$ cat src/verilog/twt_pkg.sv
// Constants for the three-wire trim control block.
// Assumes commands arrive least significant bit first on a three-wire bus.
package twt_pkg;

  // ************************************************************
  // Command framing
  // ************************************************************
  localparam int         CMD_SHORT_LEN = 16;
  localparam int         CMD_LONG_LEN  = 24;
  localparam int         CNT_W         = 5;
  localparam logic [4:0] CNT_SHORT     = 5'h10;
  localparam logic [4:0] CNT_LONG      = 5'h18;
  localparam logic [4:0] CNT_SAT       = 5'h1f;
  localparam int         SHIFT_W       = 24;

  // ************************************************************
  // Address codes, unique per command length
  // ************************************************************
  localparam logic [1:0] ADR16_TRIM1  = 2'h0;
  localparam logic [1:0] ADR16_TRIM2  = 2'h1;
  localparam logic [1:0] ADR24_REFDIV = 2'h0;
  localparam logic [1:0] ADR24_MAIN   = 2'h1;
  localparam logic [1:0] ADR24_XTAL   = 2'h2;
  localparam int         ADR16_LSB    = 14;
  localparam int         ADR24_LSB    = 22;

  // ************************************************************
  // Register bodies and field positions
  // ************************************************************
  localparam int BODY16_W  = 14;
  localparam int BODY24_W  = 22;
  localparam int GAIN_LSB  = 0;
  localparam int GAIN_W    = 8;
  localparam int OFS_LSB   = 8;
  localparam int OFS_W     = 6;
  localparam int LVL_LSB   = 16;
  localparam int LVL_W     = 3;
  localparam int SW_LSB    = 16;
  localparam int SW_N      = 4;
  localparam int MODE_BIT  = 20;
  localparam int XCAP_LSB  = 4;
  localparam int XCAP_W    = 7;
  localparam int XFIX_BIT  = 11;

  // Internal fixed trim reference in AM mode, millivolts
  localparam int TRIM_REF_MV = 3000;

  // ************************************************************
  // Reset values
  // ************************************************************
  localparam logic [13:0] RST_BODY16 = 14'h0000;
  localparam logic [21:0] RST_REFDIV = 22'h000000;
  localparam logic [21:0] RST_MAIN   = 22'h0f0000;
  localparam logic [21:0] RST_XTAL   = 22'h000ff0;

  typedef enum logic [0:0] {
    TWT_IDLE  = 1'b0,
    TWT_SHIFT = 1'b1
  } twt_state_t;

endpackage : twt_pkg

$ cat src/verilog/twt_link_if.sv
// Carrier between the pin front end and the command decoder.
// Assumes both ends run on the system clock.
`timescale 1ns/10ps
interface twt_link_if;
  logic open_stb;
  logic close_stb;
  logic bit_stb;
  logic bit_val;

  modport front (output open_stb, output close_stb, output bit_stb, output bit_val);
  modport core  (input  open_stb, input  close_stb, input  bit_stb, input  bit_val);
endinterface : twt_link_if

$ cat src/verilog/twt_pin_front.sv
// Synchronises the three bus pins and finds the enable and bus clock edges.
// Assumes pins are asynchronous to clk_sys_in and much slower.
`timescale 1ns/10ps
module twt_pin_front (
  // Clock and reset
  input  wire logic    clk_sys_in,
  input  wire logic    rst_in,
  // Bus pins
  input  wire logic    bus_en_in,
  input  wire logic    bus_clk_in,
  input  wire logic    bus_data_in,
  // Decoded events
  twt_link_if.front    lnk
);

  logic [2:0] meta;
  logic [2:0] sync;
  logic [1:0] last;
  wire        en_rise;
  wire        en_fall;
  wire        ck_rise;

  // ************************************************************
  // Two-stage synchronisers, edge history
  // ************************************************************
  always_ff @(posedge clk_sys_in) begin
    if (rst_in) begin
      meta <= 3'h0;
      sync <= 3'h0;
      last <= 2'h0;
    end else begin
      meta <= {bus_data_in, bus_clk_in, bus_en_in};
      sync <= meta;
      last <= sync[1:0];
    end
  end

  assign en_rise = sync[0] & ~last[0];
  assign en_fall = ~sync[0] & last[0];
  assign ck_rise = sync[1] & ~last[1] & sync[0];

  // ************************************************************
  // Registered event pulses
  // ************************************************************
  always_ff @(posedge clk_sys_in) begin
    if (rst_in) begin
      lnk.open_stb  <= 1'b0;
      lnk.close_stb <= 1'b0;
      lnk.bit_stb   <= 1'b0;
      lnk.bit_val   <= 1'b0;
    end else begin
      lnk.open_stb  <= en_rise;
      lnk.close_stb <= en_fall;
      lnk.bit_stb   <= ck_rise;
      lnk.bit_val   <= sync[2];
    end
  end

endmodule : twt_pin_front

$ cat src/verilog/twt_trim_ctrl.sv
// Three-wire write port and control field decoder of a tuning synthesizer.
// Assumes bus pins are asynchronous and a bus clock period of many sysclks.
`timescale 1ns/10ps

// Behaviour
// - AM mode swaps both trim converter inputs to the fixed 3V reference.
// - First trim gain is bits B36..B43, rising 256-step code.
// - Second trim gain is bits B0..B7, same mapping.
// - First trim offset is bits B44..B49, code 0 most positive.
// - Second trim offset is bits B8..B13, same descending mapping.
// - Level converter code is bits B66..B68, monotonic rising levels.
// - Switch X+1 follows B30+X; 0 pulls to ground, 1 releases.
// - Crystal capacitance from B78..B85, inverted code, B85 low adds 8 pF.
// - Every setting is written only through the three-wire bus.
// - One command replaces all bits of exactly one register.
// - Target register chosen by command length plus two address bits.
// - Sixteen-bit registers take 16-bit commands, 24-bit take 24-bit.
// - Command opens on enable rising and closes on enable falling.
// - Bits run from LSB of first byte to MSB of last byte.
// - Data is sampled on each rising bus clock edge.
// - Rising clock edges during enable high give the command length.
// - Length plus address scheme lets companion chips share the bus.
// - Mode bit B34: 0 FM tuning voltage, 1 AM fixed reference.
module twt_trim_ctrl
  import twt_pkg::*;
(
  // Clock and reset
  input  wire logic                clk_sys_in,
  input  wire logic                rst_in,
  // Three-wire bus pins
  input  wire logic                bus_en_in,
  input  wire logic                bus_clk_in,
  input  wire logic                bus_data_in,
  // Trim converters
  output logic [GAIN_W-1:0]        trim1_gain_out,
  output logic [OFS_W-1:0]         trim1_offset_out,
  output logic [GAIN_W-1:0]        trim2_gain_out,
  output logic [OFS_W-1:0]         trim2_offset_out,
  output logic                     trim_ref_fixed_out,
  // Level converter
  output logic [LVL_W-1:0]         level_code_out,
  // Open-drain switch outputs
  output logic [SW_N-1:0]          switch_out_out,
  output logic [SW_N-1:0]          switch_out_oe_n_out,
  // Crystal tuning
  output logic [XCAP_W-1:0]        xtal_cap_inv_code_out,
  output logic                     xtal_fixed_add_n_out,
  // Raw 24-bit register bodies for the PLL side
  output logic [BODY24_W-1:0]      refdiv_word_out,
  output logic [BODY24_W-1:0]      main_word_out,
  output logic [BODY24_W-1:0]      xtal_word_out,
  // Command status
  output logic                     cmd_done_out,
  output logic                     cmd_reject_out
);

  // ************************************************************
  // Pin front end
  // ************************************************************
  twt_link_if lnk ();

  twt_pin_front u_front (
    .clk_sys_in  (clk_sys_in),
    .rst_in      (rst_in),
    .bus_en_in   (bus_en_in),
    .bus_clk_in  (bus_clk_in),
    .bus_data_in (bus_data_in),
    .lnk         (lnk)
  );

  // ************************************************************
  // Frame state, bit count, shift store
  // ************************************************************
  twt_state_t         state;
  twt_state_t         next_state;
  logic [CNT_W-1:0]   cnt;
  logic [SHIFT_W-1:0] sh;
  logic [BODY16_W-1:0] reg_trim1;
  logic [BODY16_W-1:0] reg_trim2;
  logic [BODY24_W-1:0] reg_refdiv;
  logic [BODY24_W-1:0] reg_main;
  logic [BODY24_W-1:0] reg_xtal;

  wire in_frame  = (state == TWT_SHIFT);
  wire take_bit  = in_frame & lnk.bit_stb;
  wire close_ev  = in_frame & lnk.close_stb;
  wire cnt_full  = (cnt == CNT_SAT);
  wire len16     = (cnt == CNT_SHORT);
  wire len24     = (cnt == CNT_LONG);
  wire [1:0] adr16 = sh[ADR16_LSB +: 2];
  wire [1:0] adr24 = sh[ADR24_LSB +: 2];

  // Register select by length and address
  wire wr_trim1  = close_ev & len16 & (adr16 == ADR16_TRIM1);
  wire wr_trim2  = close_ev & len16 & (adr16 == ADR16_TRIM2);
  wire wr_refdiv = close_ev & len24 & (adr24 == ADR24_REFDIV);
  wire wr_main   = close_ev & len24 & (adr24 == ADR24_MAIN);
  wire wr_xtal   = close_ev & len24 & (adr24 == ADR24_XTAL);
  wire wr_any    = wr_trim1 | wr_trim2 | wr_refdiv | wr_main | wr_xtal;

  // Frame opens on enable rise, closes on fall
  always_comb begin
    next_state = state;
    unique case (state)
      TWT_IDLE:  if (lnk.open_stb) begin
        next_state = TWT_SHIFT;
      end
      TWT_SHIFT: if (lnk.close_stb) begin
        next_state = TWT_IDLE;
      end
    endcase
  end

  always_ff @(posedge clk_sys_in) begin
    if (rst_in) begin
      state <= TWT_IDLE;
    end else begin
      state <= next_state;
    end
  end

  // Count rising clock edges, saturating
  always_ff @(posedge clk_sys_in) begin
    if (rst_in) begin
      cnt <= 5'h00;
    end else if (lnk.open_stb) begin
      cnt <= 5'h00;
    end else if (take_bit && !cnt_full) begin
      cnt <= cnt + 5'h01;
    end
  end

  // First bit lands at position 0
  always_ff @(posedge clk_sys_in) begin
    if (rst_in) begin
      sh <= 24'h000000;
    end else if (lnk.open_stb) begin
      sh <= 24'h000000;
    end else if (take_bit && cnt < CNT_LONG) begin
      sh[cnt] <= lnk.bit_val;
    end
  end

  // ************************************************************
  // Register loads at frame close only
  // ************************************************************
  always_ff @(posedge clk_sys_in) begin
    if (rst_in) begin
      reg_trim1  <= RST_BODY16;
      reg_trim2  <= RST_BODY16;
      reg_refdiv <= RST_REFDIV;
      reg_main   <= RST_MAIN;
      reg_xtal   <= RST_XTAL;
    end else begin
      if (wr_trim1) begin
        reg_trim1 <= sh[BODY16_W-1:0];
      end
      if (wr_trim2) begin
        reg_trim2 <= sh[BODY16_W-1:0];
      end
      if (wr_refdiv) begin
        reg_refdiv <= sh[BODY24_W-1:0];
      end
      if (wr_main) begin
        reg_main <= sh[BODY24_W-1:0];
      end
      if (wr_xtal) begin
        reg_xtal <= sh[BODY24_W-1:0];
      end
    end
  end

  // Command outcome pulses
  always_ff @(posedge clk_sys_in) begin
    if (rst_in) begin
      cmd_done_out   <= 1'b0;
      cmd_reject_out <= 1'b0;
    end else begin
      cmd_done_out   <= wr_any;
      cmd_reject_out <= close_ev & ~wr_any;
    end
  end

  // Open-drain low level held in a flop
  always_ff @(posedge clk_sys_in) begin
    if (rst_in) begin
      switch_out_out <= 4'h0;
    end else begin
      switch_out_out <= 4'h0;
    end
  end

  // ************************************************************
  // Field outputs, straight from the register flops
  // ************************************************************
  assign trim1_gain_out        = reg_trim1[GAIN_LSB +: GAIN_W];
  assign trim1_offset_out      = reg_trim1[OFS_LSB +: OFS_W];
  assign trim2_gain_out        = reg_trim2[GAIN_LSB +: GAIN_W];
  assign trim2_offset_out      = reg_trim2[OFS_LSB +: OFS_W];
  assign trim_ref_fixed_out    = reg_main[MODE_BIT];
  assign level_code_out        = reg_refdiv[LVL_LSB +: LVL_W];
  assign switch_out_oe_n_out   = reg_main[SW_LSB +: SW_N];
  assign xtal_cap_inv_code_out = reg_xtal[XCAP_LSB +: XCAP_W];
  assign xtal_fixed_add_n_out  = reg_xtal[XFIX_BIT];
  assign refdiv_word_out       = reg_refdiv;
  assign main_word_out         = reg_main;
  assign xtal_word_out         = reg_xtal;
endmodule : twt_trim_ctrl
$ cat config.mk
export PLATFORM = sky130hd
export DESIGN_NAME = twt_trim_ctrl
export DESIGN_NICKNAME = d
export VERILOG_FILES = /design/src/verilog/twt_pkg.sv /design/src/verilog/twt_link_if.sv /design/src/verilog/twt_pin_front.sv /design/src/verilog/twt_trim_ctrl.sv
export SDC_FILE = /design/constraint.sdc
export NUM_CORES = 1
export LEC_CHECK = 0
export BUFFER_PORTS_ARGS = -buffer_cell sky130_fd_sc_hd__buf_2
export CAP_MARGIN = 5
export CORE_ASPECT_RATIO = 0.8
export CORE_MARGIN = 5
export CORE_UTILIZATION = 46
export DETAILED_ROUTE_END_ITERATION = 10
export GPL_TIMING_DRIVEN = 0
export PLACE_DENSITY_LB_ADDON = 0.25
export SETUP_SLACK_MARGIN = 0.15
export SYNTH_ARGS = -nofsm -noshare
export SYNTH_HDL_FRONTEND = slang
export SYNTH_SLANG_ARGS = --single-unit
$ cat constraint.sdc
create_clock -name clk_sys_in -period 4.2 [get_ports clk_sys_in]
set_clock_uncertainty 0.2 [all_clocks]
set_input_delay 0.21 -clock clk_sys_in [delete_from_list [all_inputs] [get_ports clk_sys_in]]
set_output_delay 0.21 -clock clk_sys_in [all_outputs]
set_load 0.03 [all_outputs]
==> summary.md <==
| Metric | Value |
|---|---|
| Power density cells | `between 400 and 500 nW/µm²` |
| Synthesis-to-finish area growth | `25.5%` |
| Crit path capture type | `flip-flop` |
| Worst R2R Path Depth | `6` |
| Worst flop-to-flop path endpoint | `refdiv_word_out[8]$_SDFFE_PP0P_` |
| Highest Clock Rate | `between 400 and 500 MHz` |
| # Post-CTS Setup Buffers | `0` |
| Core Util, Final | `0.589` |
| Final critical-path setup slack | `around 2 ns` |
| Clock latency reported for the late side of the worst-skew pair | `about 0.42 ns` |
| Number of hold-slack violations in the final timing report | `0` |
| Internal portion of total power | `2.35 mW` |
| Effective utilization at floorplan | `0.469` |
| I/O pin count | `about 120` |
| Post-synthesis sequential area ratio | `0.483` |
| Clock tree root buffer cell | `sky130_fd_sc_hd__clkbuf_16` |
| Fraction of power consumed by the clock network | `0.536` |
| Gr usage total | `0.190` |
| Post-route fraction of the period consumed by the critical path | `0.531` |
| Half-perimeter wire length of the detailed placement result | `around 10,000 µm` |
| Detail Route Antenna Nets | `0` |
| Register clock-pin slew on the reported worst setup and hold paths | `0.06 ns` |
| Post-layout net count | `709` |
| Worst min-delay path category | `in -> reg` |
| Combinational power share | `0.022` |
| Data arrival time of the worst path | `~2.4 ns` |
| Max-slew violations | `0` |
| Vias in the first global route | `roughly 4.3k` |
| DRC violation total after the first TritonRoute iteration | `199` |
| Number of filler cells placed in the layout | `between 1k and 1.5k` |
| Sink count of the clock tree | `138` |
| Fraction of layout cells with a size suffix above 1 | `0.257` |
| Die extent in x | `roughly 130 µm` |
| Total negative setup slack | `0 ns` |
| Placement Setup Slack | `between 1.5 and 2 ns` |
| Total via count after detailed routing | `roughly 4.3k` |
| Net switching power | `0.620 mW` |
| First-pass GRT wire length | `21,800 µm` |
| Post-detailed-routing wire length | `13,800 µm` |
| Data required time of the worst path | `roughly 4.4 ns` |
| Kind of critical path | `reg -> reg` |
| Worst-margin pin slew | `approximately 0.65 ns` |
| PnR Total Power | `a little under 3 mW` |
| Antenna cell count | `0` |
| Total of cells resized after clock tree synthesis | `0` |
| Largest net degree at the start of global routing | `17` |
| Synth unique cells | `36` |
| Worst vdd rail ir drop | `0.000307 V` |
| Core Footprint | `approximately 12,000 µm²` |
| Total placed instance area | `6530 µm²` |
| Final Setup Violations | `0` |
| Area of all placed cells without fillers | `roughly 7200 µm²` |
| Number of buffers created by CTS | `17` |
| Number of instances in the placed design | `848` |
| Unrepaired setup endpoints after global routing | `false` |
| Minimum setup slack among reg-to-reg paths | `1.97 ns` |
| Maximum level of the CTS H-tree | `4` |
| Tmin final | `between 2 and 2.5 ns` |
| Syn Std Cell Area | `approximately 5700 µm²` |
| Number of core rows | `36` |
| Seq pwr share | `0.442` |
| Initial DRT Pass Iterations | `4` |
| Final non-filler cell total | `just under 900` |
| Post-synthesis instance total | `between 500 and 600` |
| Most frequent standard cell in the layout excluding fill and tap cells | `sky130_fd_sc_hd__dfxtp_1` |
| Warning count from the yosys run | `0` |
| Leakage | `between 3 and 4 nW` |
| Sw Ratio | `0.209` |
| Commonest cells after routing, fill and taps aside | `sky130_fd_sc_hd__dfxtp_1 (138), sky130_fd_sc_hd__buf_2 (121), sky130_fd_sc_hd__mux2i_1 (121), sky130_fd_sc_hd__nand2b_1 (106), sky130_fd_sc_hd__nand2_1 (40)` |
| Routability-driven placement congestion ratio | `around 0.83` |
| Input/output buffers | `around 120` |
| End point of the most critical hold path | `sh[1]$_SDFFE_PP0P_` |
| Number of vias per cell after detailed routing | `4.88` |
| Number of buffers on the longest clock path | `2` |
| Slew headroom | `0.565` |
| Hold_sp | `rst_in` |
| Number of antenna violations at the first check in global routing | `0` |
| Remaining design rule violation count | `0` |
| Per-cell routed wire length | `about 16 µm` |
| CTS tree | `built` |
| Register area | `2760 µm²` |
| Die Y-Extent | `between 100 and 150 µm` |
| Count of max-cap constraint violations | `0` |
| Register bit total from synthesis | `between 100 and 150` |
| Die Outline Area | `about 15,000 µm²` |
| Multi-input logic area | `2620 µm²` |
| Global route total overflow | `0` |
| Critical Path Source Type | `flip-flop` |
| Cell depth of the worst hold path | `4` |
| Maximum fanout encountered on the critical timing path | `10` |
| Final hold slack | `0.151 ns` |
| Crit Reg-Reg Startpoint | `cnt[0]$_SDFFE_PP0P_` |
| Average cell area after synthesis | `just over 10 µm²` |
| Outcome | `finished, final reports clean` |
[power by group through the flow]
stage | registers [mW] | clock network, mW | logic (mW)
final | 1.32 | 1.59 | 0.0656
after global routing | 1.31 | 1.67 | 0.0716
after CTS | 1.32 | 1.61 | 0.0657
after detailed placement | 1.34 | 0 | 0.0632
after global placement | 1.34 | 0 | 0.0619
after floorplan | 1.34 | 0 | 0.0471
[registers in the layout, summed over array words and instances (netlist names)]
signal	count
u_front.lnk.close_stb	1
main_word_out	22
xtal_word_out	22
u_front.last	2
u_front.meta	3
cnt	5
u_front.sync	3
refdiv_word_out	22
cmd_reject_out	1
sh	24
reg_trim2	14
in_frame	1
reg_trim1	14
u_front.lnk.bit_val	1
u_front.lnk.bit_stb	1
cmd_done_out	1
u_front.lnk.open_stb	1
[critical path: stages (launching register included)]
cell and delay [ns]:
sky130_fd_sc_hd__dfxtp_1 0.34, sky130_fd_sc_hd__inv_1 0.12, sky130_fd_sc_hd__ha_1 0.32, sky130_fd_sc_hd__nand2_1 0.19, sky130_fd_sc_hd__nor4_2 0.44, sky130_fd_sc_hd__buf_4 0.33, sky130_fd_sc_hd__mux2i_1 0.21
[cells in the mapped netlist]
master                     number  area share
sky130_fd_sc_hd__or3_1          1      0.0011
sky130_fd_sc_hd__and3b_1        1      0.0015
sky130_fd_sc_hd__nand3b_1       2      0.0026
sky130_fd_sc_hd__and4b_1        6       0.010
sky130_fd_sc_hd__ha_1           5       0.011
sky130_fd_sc_hd__nand2_1       40       0.026
sky130_fd_sc_hd__mux2i_1      121        0.21
sky130_fd_sc_hd__nand2b_1     106        0.12
sky130_fd_sc_hd__nand3_1       14       0.012
sky130_fd_sc_hd__buf_4         22       0.029
sky130_fd_sc_hd__or4_1          3      0.0039
sky130_fd_sc_hd__and2_1         1      0.0011
sky130_fd_sc_hd__xor2_1         1      0.0015
sky130_fd_sc_hd__or2_2          1      0.0011
sky130_fd_sc_hd__nand4b_4       1      0.0042
sky130_fd_sc_hd__xnor2_1        1      0.0015
sky130_fd_sc_hd__nand4b_1       1      0.0015
sky130_fd_sc_hd__dfxtp_1      138        0.48
sky130_fd_sc_hd__or4b_4         1      0.0024
sky130_fd_sc_hd__nor3b_1        1      0.0013
sky130_fd_sc_hd__nor2_1        31       0.020
sky130_fd_sc_hd__o21ai_0        1     0.00087
sky130_fd_sc_hd__buf_8          1      0.0026
sky130_fd_sc_hd__nor3_1         1     0.00087
sky130_fd_sc_hd__buf_6          3      0.0059
sky130_fd_sc_hd__buf_1          1     0.00065
sky130_fd_sc_hd__a21oi_1        1     0.00087
sky130_fd_sc_hd__nor4_1         2      0.0022
sky130_fd_sc_hd__conb_1         1     0.00065
sky130_fd_sc_hd__buf_2          6      0.0052
sky130_fd_sc_hd__and3_1         2      0.0022
sky130_fd_sc_hd__clkbuf_1      24       0.016
sky130_fd_sc_hd__nor4_2         1      0.0022
sky130_fd_sc_hd__inv_1          4      0.0026
sky130_fd_sc_hd__a41oi_1        1      0.0015
sky130_fd_sc_hd__nor2b_1       12       0.013
[metal layers]
metal	wire length (µm)	global-route usage	vias up
met5	0	0	-
met4	201	0.0632	0
met3	752	0.0503	19
met2	6240	0.298	126
met1	6600	0.257	2059
li1	-	-	2103
[area by class of cell]
type                            count  share of cell area
Sequential cell                   138               0.384
Multi-Input combinational cell    363               0.365
Timing Repair Buffer              118              0.0842
Clock buffer                       18              0.0611
Buffer                             57              0.0470
Tap cell                          171              0.0298
Clock inverter                     14              0.0268
Inverter                            4             0.00209
[how the worst max path moves through the flow]
stage                              from                          endpoint  depth (start not counted)
global placement    cnt[0]$_SDFFE_PP0P_  refdiv_word_out[11]$_SDFFE_PP0P_                          6
CTS                 cnt[0]$_SDFFE_PP0P_   refdiv_word_out[8]$_SDFFE_PP0P_                          6
global route        cnt[0]$_SDFFE_PP0P_   refdiv_word_out[2]$_SDFFE_PP0P_                          6
finish              cnt[0]$_SDFFE_PP0P_   refdiv_word_out[8]$_SDFFE_PP0P_                          6
floorplan           cnt[0]$_SDFFE_PP0P_               cnt[3]$_SDFFE_PP0P_                          6
detailed placement  cnt[0]$_SDFFE_PP0P_   refdiv_word_out[8]$_SDFFE_PP0P_                          6
[cell families after synthesis]
group                    count (synthesis)  synth area share
AO/OA/AOI/OAI                            3           0.00328
XOR/XNOR                                 2           0.00306
adder cells (fa/ha/maj)                  5            0.0109
buffers and inverters                   61            0.0616
flip-flops                             138             0.483
multiplexers                           121             0.212
other                                    1          0.000655
AND/OR/NAND/NOR                        228             0.226
[what timing repair did]
action,in CTS,in global routing
endpoints found under the hold margin,3,0
setup endpoints to repair,0,0
hold buffers,3,0
(Power assumes the default switching activity.)
